`config.mk`:
```
export PLATFORM = sky130hd
export DESIGN_NAME = stdc_timer
export DESIGN_NICKNAME = d
export VERILOG_FILES = /design/src/inc/stdc_pkg.sv /design/src/inc/stdc_tick_if.sv /design/src/stdc_prescale.sv /design/src/stdc_timer.sv
export SDC_FILE = /design/constraint.sdc
export NUM_CORES = 1
export LEC_CHECK = 0
export ABC_AREA = 0
export BUFFER_PORTS_ARGS = -buffer_cell sky130_fd_sc_hd__buf_4
export CORE_ASPECT_RATIO = 0.5
export CORE_MARGIN = 2
export CORE_UTILIZATION = 56
export CTS_CLUSTER_SIZE = 30
export DETAILED_ROUTE_END_ITERATION = 8
export PLACE_DENSITY = 0.89
export SLEW_MARGIN = 20
export SYNTH_ARGS = -nofsm -noshare
export SYNTH_HDL_FRONTEND = slang
export SYNTH_SLANG_ARGS = --single-unit
```
`constraint.sdc`:
```
create_clock -name CLK_I -period 3.72 [get_ports CLK_I]
set_input_delay 0.744 -clock CLK_I [delete_from_list [all_inputs] [get_ports CLK_I]]
set_output_delay 0.744 -clock CLK_I [all_outputs]
set_load 0.02 [all_outputs]
```
`src/inc/stdc_pkg.sv`:
```
`default_nettype none
package stdc_pkg;
   // Register port geometry
   localparam int STDC_ADDR_W = 4;
   localparam int STDC_DATA_W = 32;
   localparam int STDC_CNT_W = 24;

   // Byte offsets of the four word registers
   localparam logic [STDC_ADDR_W-1:0] STDC_OFS_CTRL = 4'h0;
   localparam logic [STDC_ADDR_W-1:0] STDC_OFS_RESTART = 4'h4;
   localparam logic [STDC_ADDR_W-1:0] STDC_OFS_COUNT = 4'h8;
   localparam logic [STDC_ADDR_W-1:0] STDC_OFS_CALIB = 4'hc;

   // Control and status fields
   localparam int STDC_CTRL_EN_BIT = 0;
   localparam int STDC_CTRL_INT_BIT = 1;
   localparam int STDC_CTRL_SRC_BIT = 2;
   localparam int STDC_CTRL_FLAG_BIT = 16;

   // Calibration fields
   localparam int STDC_CAL_REF_ABSENT_BIT = 31;
   localparam int STDC_CAL_INEXACT_BIT = 30;
   localparam logic STDC_CAL_REF_ABSENT_VAL = 1'h0;
   localparam logic STDC_CAL_INEXACT_VAL = 1'h1;

   // Zero values after reset, and the count of one
   localparam logic [STDC_CNT_W-1:0] STDC_CNT_RST = 24'h00_0000;
   localparam logic [STDC_CNT_W-1:0] STDC_CNT_ONE = 24'h00_0001;
   localparam logic [STDC_DATA_W-1:0] STDC_WORD_ZERO = 32'h0000_0000;

   // Divided tick: one pulse per eight processor clocks
   localparam int STDC_DIV_RATIO = 8;
   localparam logic [2:0] STDC_DIV_LAST = 3'(STDC_DIV_RATIO - 1);
   localparam logic [2:0] STDC_DIV_RST = 3'h0;

   // Counting clock choice
   typedef enum logic {
      STDC_SRC_DIV8 = 1'b0,
      STDC_SRC_CORE = 1'b1
   } stdc_src_type;
endpackage
`default_nettype wire

```
`src/inc/stdc_tick_if.sv`:
```
`default_nettype none
interface stdc_tick_if;
   // One-cycle pulse per eight processor clocks
   logic div_tick;

   modport src (
      output div_tick
   );

   modport dst (
      input div_tick
   );
endinterface
`default_nettype wire

```
`src/stdc_prescale.sv`:
```
`default_nettype none
module stdc_prescale
   import stdc_pkg::*;
(
   // Clock and reset
   input wire logic clk_i,
   input wire logic rst_i,
   // Divided tick
   stdc_tick_if.src tick_bus
);
   logic [2:0] phase_q;
   logic tick_q;

   // Free running phase counter
   always_ff @(posedge clk_i or posedge rst_i) begin
      if (rst_i) begin
         phase_q <= STDC_DIV_RST;
      end else begin
         phase_q <= phase_q + 3'h1;
      end
   end

   // Single-cycle enable, no second clock domain
   always_ff @(posedge clk_i or posedge rst_i) begin
      if (rst_i) begin
         tick_q <= 1'b0;
      end else begin
         tick_q <= (phase_q == STDC_DIV_LAST); // RULE19
      end
   end

   assign tick_bus.div_tick = tick_q;
endmodule
`default_nettype wire

```
`src/stdc_timer.sv`:
```
// Functional notes
// RULE1: 24-bit down-counter reloads after reaching zero
// RULE2: Counting frozen while processor debug-halted
// RULE3: Wrap flag bit 16, cleared on read
// RULE4: Bit 2 picks divided or processor clock
// RULE5: Bit 1 enables request on zero
// RULE6: Enable bit loads restart, then counts
// RULE7: Restart value in bits 23:0 only
// RULE8: Events only on one-to-zero transition
// RULE9: Software programs N-1 for period N
// RULE10: Count register reads live counter value
// RULE11: Any count write clears counter and flag
// RULE12: Calibration bit 31 reads zero
// RULE13: Calibration bit 30 reads one
// RULE14: Calibration bits 23:0 hold fixed count
// RULE15: Counter stops when processor clock stops
// RULE16: Software uses aligned word accesses only
// RULE17: Restart and count contents undefined after reset
// RULE18: Software: restart, clear count, then control
// RULE19: Divided source steps once per eight clocks
`default_nettype none
module stdc_timer
   import stdc_pkg::*;
#(
   // Product-dependent calibration count, value arbitrary
   parameter logic [STDC_CNT_W-1:0] TEN_MILLISECOND_COUNT = 24'h00_0000
) (
   // Clock and reset
   input wire logic CLK_I,
   input wire logic SYS_RST_I,
   // Register port
   input wire logic [STDC_ADDR_W-1:0] ADDR_I,
   input wire logic [STDC_DATA_W-1:0] WDATA_I,
   input wire logic WR_I,
   input wire logic RD_I,
   output logic [STDC_DATA_W-1:0] RDATA_O,
   // Processor status
   input wire logic DEBUG_HALT_I,
   // Exception request
   output logic TICK_REQ_O
);
   stdc_tick_if tick_bus ();

   logic en_q;
   logic int_en_q;
   stdc_src_type src_q;
   logic flag_q;
   logic [STDC_CNT_W-1:0] restart_q;
   logic [STDC_CNT_W-1:0] cnt_q;
   logic req_q;
   logic [STDC_DATA_W-1:0] rdata_q;
   logic [STDC_DATA_W-1:0] rdata_d;

   logic wr_ctrl;
   logic wr_restart;
   logic wr_cnt;
   logic rd_ctrl;
   logic tick_sel;
   logic step;
   logic en_rise;
   logic zero_evt;

   // Divide-by-eight tick source
   stdc_prescale u_prescale (
      .clk_i(CLK_I),
      .rst_i(SYS_RST_I),
      .tick_bus(tick_bus.src)
   );

   // Address decode, full word per register
   assign wr_ctrl = WR_I && (ADDR_I == STDC_OFS_CTRL);
   assign wr_restart = WR_I && (ADDR_I == STDC_OFS_RESTART);
   assign wr_cnt = WR_I && (ADDR_I == STDC_OFS_COUNT);
   assign rd_ctrl = RD_I && (ADDR_I == STDC_OFS_CTRL);

   // Counting clock select
   assign tick_sel = (src_q == STDC_SRC_CORE) ? 1'b1 : tick_bus.div_tick; // RULE4

   // One step per selected tick while enabled and not halted
   assign step = en_q && !DEBUG_HALT_I && tick_sel; // RULE2

   // Enable going from 0 to 1
   assign en_rise = wr_ctrl && WDATA_I[STDC_CTRL_EN_BIT] && !en_q; // RULE6

   // Only a one-to-zero step is an event
   assign zero_evt = step && !wr_cnt && !en_rise && (cnt_q == STDC_CNT_ONE); // RULE8

   // Control fields
   always_ff @(posedge CLK_I or posedge SYS_RST_I) begin
      if (SYS_RST_I) begin
         en_q <= 1'b0;
         int_en_q <= 1'b0;
         src_q <= STDC_SRC_DIV8;
      end else if (wr_ctrl) begin
         en_q <= WDATA_I[STDC_CTRL_EN_BIT]; // RULE6
         int_en_q <= WDATA_I[STDC_CTRL_INT_BIT]; // RULE5
         src_q <= stdc_src_type'(WDATA_I[STDC_CTRL_SRC_BIT]); // RULE4
      end
   end

   // Restart value, upper bits dropped
   always_ff @(posedge CLK_I or posedge SYS_RST_I) begin
      if (SYS_RST_I) begin
         restart_q <= STDC_CNT_RST; // RULE17
      end else if (wr_restart) begin
         restart_q <= WDATA_I[STDC_CNT_W-1:0]; // RULE7
      end
   end

   // Down-counter, advances only on edges of the running clock
   always_ff @(posedge CLK_I or posedge SYS_RST_I) begin // RULE15
      if (SYS_RST_I) begin
         cnt_q <= STDC_CNT_RST; // RULE17
      end else if (wr_cnt) begin
         cnt_q <= STDC_CNT_RST; // RULE11
      end else if (en_rise) begin
         cnt_q <= restart_q; // RULE6
      end else if (step) begin
         if (cnt_q == STDC_CNT_RST) begin
            cnt_q <= restart_q; // RULE1
         end else begin
            cnt_q <= cnt_q - STDC_CNT_ONE; // RULE1
         end
      end
   end

   // Sticky wrap flag, a new event wins over a read clear
   always_ff @(posedge CLK_I or posedge SYS_RST_I) begin
      if (SYS_RST_I) begin
         flag_q <= 1'b0;
      end else if (zero_evt) begin
         flag_q <= 1'b1; // RULE3
      end else if (rd_ctrl || wr_cnt) begin
         flag_q <= 1'b0; // RULE3 RULE11
      end
   end

   // Exception request pulse
   always_ff @(posedge CLK_I or posedge SYS_RST_I) begin
      if (SYS_RST_I) begin
         req_q <= 1'b0;
      end else begin
         req_q <= zero_evt && int_en_q; // RULE5
      end
   end

   assign TICK_REQ_O = req_q;

   // Read mux, unmapped and reserved bits read zero
   always_comb begin
      rdata_d = STDC_WORD_ZERO;
      if (RD_I) begin
         unique case (ADDR_I)
            STDC_OFS_CTRL: begin
               rdata_d[STDC_CTRL_EN_BIT] = en_q;
               rdata_d[STDC_CTRL_INT_BIT] = int_en_q;
               rdata_d[STDC_CTRL_SRC_BIT] = src_q;
               rdata_d[STDC_CTRL_FLAG_BIT] = flag_q; // RULE3
            end
            STDC_OFS_RESTART: begin
               rdata_d[STDC_CNT_W-1:0] = restart_q; // RULE7
            end
            STDC_OFS_COUNT: begin
               rdata_d[STDC_CNT_W-1:0] = cnt_q; // RULE10
            end
            STDC_OFS_CALIB: begin
               rdata_d[STDC_CAL_REF_ABSENT_BIT] = STDC_CAL_REF_ABSENT_VAL; // RULE12
               rdata_d[STDC_CAL_INEXACT_BIT] = STDC_CAL_INEXACT_VAL; // RULE13
               rdata_d[STDC_CNT_W-1:0] = TEN_MILLISECOND_COUNT; // RULE14
            end
            default: begin
               rdata_d = STDC_WORD_ZERO;
            end
         endcase
      end
   end

   // Read data stands only in the cycle after the strobe
   always_ff @(posedge CLK_I or posedge SYS_RST_I) begin
      if (SYS_RST_I) begin
         rdata_q <= STDC_WORD_ZERO;
      end else begin
         rdata_q <= rdata_d;
      end
   end

   assign RDATA_O = rdata_q;

   // Checks
   logic quiet_bus;
   assign quiet_bus = !WR_I;
endmodule
`default_nettype wire

```
==> reports/metrics.csv, run 1 <==
stage,metric,value,unit
outcome,status,finished clean,
job,maxCapViolations,0,
yosys,yosys.area_share.simple,0.179,
cts,cts_sinks,82,
cts,numCtsBuffers,9,
place,numPortBuffers,58,
die,dieWidth,126,um
power,p_leak,2.38,nW
yosys,synthTopCellsByArea,"dfrtp_1 (49%), mux2_2 (7.3%), mux2i_1 (5.5%)",
finish,multi_input_area,0.00196,mm^2
worst_setup_path,startpoint,cnt_q[0]$_DFFE_PP0P_,
power,p_total,0.00320,W
yosys,synth_top_area_share,0.491,
yosys,synthAdderAreaFrac,0.0150,
yosys,synth_flop_cell,dfrtp_1,
sta,hold_ws,0.417,ns
yosys,ys_types,54,
sta,finalSetupViolCount,0,
yosys,synth_top_cell_by_area,dfrtp_1,
power,peakVddDrop,298,uV
finish,final_util,0.689,
route,drtIter0Drc,340,
grt,grt-ovfl-total,0,
power,power.density,639,mW/mm^2
power,p_comb_frac,0.337,
cts,cts_tree,done,
grt,grt.total_usage,0.277,
die,coreArea,0.00727,mm^2
cts,clk_pin_slew,0.06,ns
yosys,synth_area_per_cell,10.4,um^2
yosys,yosys_warnings,0,
sta,rsz0062_at_grt,false,
worst_setup_path,cp-end-kind,register,
die,io_pins,74,
power,clkPwrFrac,0.266,
grt,grt_start_max_net_pins,33,
route,vias,3502,
place,place_congestion,0.941,
cts,ctsLongestPathBuffers,2,
sta,drv_slew,0,
yosys,yosys.area_share.xor_xnor,0.00210,
yosys,yosysSeqAreaShare,0.491,
hold_path,hold_path.class,input pin to asynchronous set/reset pin,
yosys,syn_area,0.00418,mm^2
sta,tightest_slew,0.920,ns
sta,max_freq,0.353,GHz
yosys,synth-compound-area-share,0.135,
finish,drive_gt1_frac,0.266,
die,initial_core_util,0.575,
finish,nets,508,
yosys,netlist_instances,402,
worst_setup_path,startpoint_type,register,
sta,hold_violations,0,
sta,fin_crit_sh,0.762,
cts,ctsHoldBuffers,0,
power,seqPwrFrac,0.396,
worst_setup_path,cp.required,3.90,ns
power,swShare,0.378,
sta,post-route-min-period,2.84,ns
route,firstDrtPassIters,6,
yosys,synth_edf_count,0,
place,dpl.hpwl,7130,um
grt,grt_pass1_wl,17400,um
cts,root_buffer,clkbuf_16,
finish,antennaDiodeCount,0,
power,p_int,0.00199,W
route,ant_nets,0,
die,die_y,65.1,um
cts,cts_setup_buffers,0,
worst_setup_path,cp_max_fo,7,
die,die_area,0.00821,mm^2
finish,fill_cells,559,
sta,tns,0,ns
worst_setup_path,cp.arrival,3.02,ns
route,totalWireLength,10700,um
power,p_sw,0.00121,W
yosys,synth_top_family_by_area,simple AND/OR/NAND/NOR gates,
yosys,ys_ff_latch,82,
sta,slew_headroom,0.386,
cts,htree_levels,3,
worst_setup_path,r2r_start,cnt_q[0]$_DFFE_PP0P_,
finish,syn_to_final_growth,19.9,%
route,drc,0,
route,vias_per_cell,6.23,
yosys,synth_mux_area_frac,0.128,
finish,regArea,0.00205,mm^2
die,rows,22,
yosys,synthArstFlopShare,1.00,
sta,worst_clock_skew,0.00669,ns
grt,grt_pass1_vias,3386,
grt,antenna_found_initial,0,
cts,cts-resized-gates,0,
cts,clock_latency,0.34,ns
worst_setup_path,path_class,register to register,
route,routedWlPerCell,19.1,um
## layout by cell type, fill, tap and decap left out, types with 17 or more instances in the layout
cell / instances
nor2_1: 23
dfrtp_1: 82
mux2i_1: 23
a21oi_1: 24
nand2_1: 17
a22oi_1: 21
buf_4: 67
nand3_1: 20
nor2b_1: 21
mux2_2: 27
inv_1: 21
## Yosys cell counts, types with 2 or more instances
cell type and instances:
dfrtp_1 82, or4_4 2, nand3_1 20, o21ai_0 4
a22oi_1 21, buf_4 8, a31oi_1 3, nor2_1 23
nor3_1 13, nand2_1 17, nor4_1 7, and3_1 4
inv_1 22, nor4b_1 2, buf_2 3, or3_1 2
or4_1 3, and4_1 2, nand4_1 4, mux2i_1 23
mux2_2 27, nor2b_1 21, ha_1 5, o22ai_1 16
a21oi_1 25, o31a_1 3, clkbuf_1 13
## flip-flops by register name (all words and copies together) (netlist names), 3 cells and up
register / flops
restart_q: 24
u_prescale.phase_q: 3
RDATA_O: 25
cnt_q: 24
## kinds of logic (layout without fill, tap and decap cells)
family                     after synthesis  count (layout)
and+or+nand+nor                        133             133
AOI/OAI and AO/OA                       84              84
DFF                                     82              82
muxes                                   50              50
buffers and inverters                   46             104
adders and majority gates                5               5
other                                    1               7
xor gates and xnor gates                 1               1
## critical path, cell delays in order (launching register included)
cell and delay [ns]:
dfrtp_1 0.46, inv_1 0.20, ha_1 0.22, nor3b_1 0.57
nand2_1 0.35, or4_2 0.61, a21oi_1 0.16, o22ai_1 0.09
## metrics by stage
| step | worst slack, ns | area (um^2) | std cells |
|---|---|---|---|
| final | 0.884 | 5010 | 562 |
| after global routing | 0.782 | 5010 | 562 |
| after CTS | 0.951 | 5010 | 562 |
| after detailed placement | 1.09 | 4720 | 547 |
| after global placement | 1.12 | 4720 | 547 |
| after floorplan | 0.868 | 4200 | 408 |
## power groups by stage
| stage | Clock, W | Sequential, W | Combinational, W |
|---|---|---|---|
| 2_1_floorplan | 0 | 0.00121 | 0.000749 |
| 4_1_cts | 0.000863 | 0.00126 | 0.00105 |
| 3_5_place_dp | 0 | 0.00126 | 0.00103 |
| 5_1_grt | 0.000904 | 0.00129 | 0.00117 |
| 3_3_place_gp | 0 | 0.00125 | 0.00100 |
| 6_report | 0.000853 | 0.00127 | 0.00108 |
## final timing paths
check                                             endpoint  slack [ns]  depth (start not counted)
min reg2reg                u_prescale.phase_q[0]$_DFF_PP0_        0.43                          1
max                                  cnt_q[20]$_DFFE_PP0P_        0.88                          7
min                                  RDATA_O[10]$_DFF_PP0_        0.42                          2
max reg2reg                          cnt_q[20]$_DFFE_PP0P_        0.88                          7
max in group asynchronous            RDATA_O[23]$_DFF_PP0_        2.53                          3
min in group CLK_I         u_prescale.phase_q[0]$_DFF_PP0_        0.43                          1
## layout make-up
class                   count  area share
inverters                  22      0.0167
multi-input cells         280       0.391
repair buffers             67       0.100
well taps                  96      0.0240
flip-flops and latches     82       0.410
clock inverters             2     0.00200
clock buffers              13      0.0560
## metal layers
layer  part of all wire  routed length [um]  GRT usage
met3               0.10                1100     0.0875
met5                  0                   0          0
met4              0.026                 284      0.107
met1               0.42                4500      0.371
met2               0.45                4840      0.427
Power figures use the tool's default switching activity.
==> run 2, diff against run 1 <==
- ABC_AREA: 0 -> 1
- CORE_UTILIZATION: 56 -> 51
- PLACE_DENSITY: 0.89 -> 0.85
- clock period: 3.72 -> 2.4 ns (I/O delays scaled with it)
==> reports/metrics.csv, run 2 <==
stage,metric,value,unit
cts,cts-resized-gates,0,
grt,grt_start_max_net_pins,83,
power,seqPwrFrac,0.374,
yosys,synthArstFlopShare,1.00,
worst_setup_path,cp.required,2.68,ns
place,numPortBuffers,58,
outcome,status,finished clean,
sta,rsz0062_at_grt,false,
yosys,synth_common_cells,"nand2_1 (184), dfrtp_1 (82), inv_1 (68)",
route,firstDrtPassIters,5,
sta,worst_clock_skew,0.00402,ns
power,power.density,1010,mW/mm^2
finish,nets,678,
finish,final_common_cell,nand2_1,
sta,post-route-min-period,2.11,ns
sta,fin_crit_sh,0.881,
finish,drive_gt1_frac,0.148,
job,maxCapViolations,0,
worst_setup_path,r2r_slack,0.29,ns
die,coreArea,0.00812,mm^2
cts,cts_tree,done,
yosys,ys_types,31,
route,wl_met1,4930,um
finish,antennaDiodeCount,0,
yosys,synth-compound-area-share,0.0925,
yosys,synth_mux_area_frac,0,
worst_setup_path,cp-end-kind,register,
finish,largest_reg_flops,25,
grt,antenna_found_initial,0,
worst_setup_path,path_class,register to register,
worst_setup_path,reg2regPathDepth,10,
cts,ctsLongestPathBuffers,2,
sta,finalSetupViolCount,0,
sta,max_freq,0.473,GHz
grt,grt_pass1_wl,17300,um
yosys,netlist_instances,573,
place,dp_slack,0.344,ns
route,vias_per_cell,5.22,
place,dpl.hpwl,7130,um
route,met3WireLength,714,um
hold_path,hold_path.class,input pin to asynchronous set/reset pin,
route,vias,3904,
worst_setup_path,startpoint,cnt_q[0]$_DFFE_PP0P_,
finish,final_cell_mix,"nand2_1 (184), dfrtp_1 (82), inv_1 (67), buf_4 (65), nor2_1 (63)",
finish,syn_to_final_growth,18.8,%
yosys,yosys.area_share.xor_xnor,0.00609,
sta,setup_slack,0.286,ns
grt,grt.total_usage,0.237,
yosys,ys_ff_latch,82,
power,swShare,0.401,
grt,grt_pass1_vias,3575,
place,place_congestion,0.951,
worst_setup_path,cp.arrival,2.40,ns
worst_setup_path,cp_max_fo,25,
sta,hold_ws,0.240,ns
yosys,synthTopCellsByArea,"dfrtp_1 (48%), nand2_1 (16%), inv_1 (5.9%)",
yosys,synth_top_family_by_area,simple AND/OR/NAND/NOR gates,
cts,clk_pin_slew,0.06,ns
sta,slew_headroom,0.616,
route,met2_length,4530,um
yosys,yosysMostFrequentCell,nand2_1,
yosys,synth_flop_cell,dfrtp_1,
cts,htree_levels,3,
route,routed.top_layer,met4,
power,p_comb_frac,0.368,
yosys,yosys.area_share.simple,0.316,
worst_setup_path,startpoint_type,register,
worst_setup_path,r2r_end,cnt_q[15]$_DFFE_PP0P_,
route,totalWireLength,10300,um
route,drc,0,
power,p_sw,0.00208,W
cts,cts_setup_buffers,0,
route,drtIter0Drc,370,
sta,drv_slew,0,
sta,hold_violations,0,
yosys,synthAdderAreaFrac,0.0145,
finish,fill_cells,700,
cts,clock_latency,0.34,ns
cts,ctsHoldBuffers,0,
yosys,synth_edf_count,0,
grt,grt-ovfl-total,0,
worst_setup_path,r2r_start,cnt_q[0]$_DFFE_PP0P_,
die,die_y,69.1,um
yosys,yosysSeqAreaShare,0.475,
yosys,synth_top_area_share,0.475,
route,routedWlPerCell,13.8,um
power,p_leak,2.77,nW
power,peakVddDrop,491,uV
sta,tightest_slew,0.569,ns
yosys,yosys_warnings,0,
die,initial_core_util,0.532,
die,rows,23,
die,io_pins,74,
die,dieWidth,134,um
cts,root_buffer,clkbuf_16,
yosys,syn_area,0.00432,mm^2
power,p_int,0.00310,W
cts,numCtsBuffers,9,
route,ant_nets,0,
sta,tns,0,ns
yosys,synth_top_cell_by_area,dfrtp_1,
cts,cts_sinks,82,
power,clkPwrFrac,0.258,
yosys,synth_area_per_cell,7.53,um^2
die,die_area,0.00926,mm^2
## run 2: power groups by stage
stage	clock [W]	combinational, W	sequential [W]
6_report	0.00134	0.00191	0.00194
5_1_grt	0.00142	0.00217	0.00198
4_1_cts	0.00136	0.00188	0.00193
3_5_place_dp	0	0.00186	0.00195
3_3_place_gp	0	0.00177	0.00194
2_1_floorplan	0	0.00144	0.00189
## run 2: metal layers
layer / up-vias / GRT usage
li1: 1911 / -
met1: 1830 / 0.342
met2: 148 / 0.352
met3: 15 / 0.0596
met4: 0 / 0.0772
met5: - / 0
## run 2: layout make-up
class | instances | area (um^2) | share of cell area
Timing Repair Buffer | 66 | 508 | 0.0990
Sequential cell | 82 | 2050 | 0.400
Clock inverter | 3 | 40.0 | 0.00781
Clock buffer | 12 | 246 | 0.0481
Inverter | 69 | 263 | 0.0512
Tap cell | 112 | 140 | 0.0273
Multi-Input combinational cell | 404 | 1880 | 0.366
## run 2: cells by family (layout without fill, tap and decap cells)
family                   after synthesis  count (layout)
AO/OA/AOI/OAI                         73              73
XOR/XNOR                               3               3
adder cells (fa/ha/maj)                5               5
buffers and inverters                 93             150
flip-flops                            82              82
other                                  1               7
AND/OR/NAND/NOR                      316             316
## run 2: critical path, stage by stage, from the launching register on
cell	delay [ns]
dfrtp_1	0.44
inv_1	0.20
ha_1	0.17
nand2_1	0.05
nor2_1	0.19
nand3_4	0.18
nand2_4	0.32
inv_2	0.20
nand2_1	0.12
nand3_1	0.07
nand2_1	0.08
## run 2: through the flow
stage / power [W] / instances / area (um^2) / utilization
floorplan: 0.00333 / 579 / 4340 / -
global placement: 0.00371 / 733 / 4840 / 0.597
detailed placement: 0.00381 / 733 / 4840 / 0.597
CTS: 0.00517 / 748 / 5130 / 0.632
global route: 0.00557 / 748 / 5130 / 0.632
finish: 0.00519 / 748 / 5130 / 0.632
## run 2: how the worst max path moves through the flow
stage / slack (ns) / cells after the start / to
floorplan: 0.76 / 9 / cnt_q[8]$_DFFE_PP0P_
global placement: 0.39 / 10 / cnt_q[17]$_DFFE_PP0P_
detailed placement: 0.34 / 8 / cnt_q[5]$_DFFE_PP0P_
CTS: 0.33 / 9 / cnt_q[22]$_DFFE_PP0P_
global route: 0.13 / 10 / cnt_q[9]$_DFFE_PP0P_
finish: 0.29 / 10 / cnt_q[15]$_DFFE_PP0P_
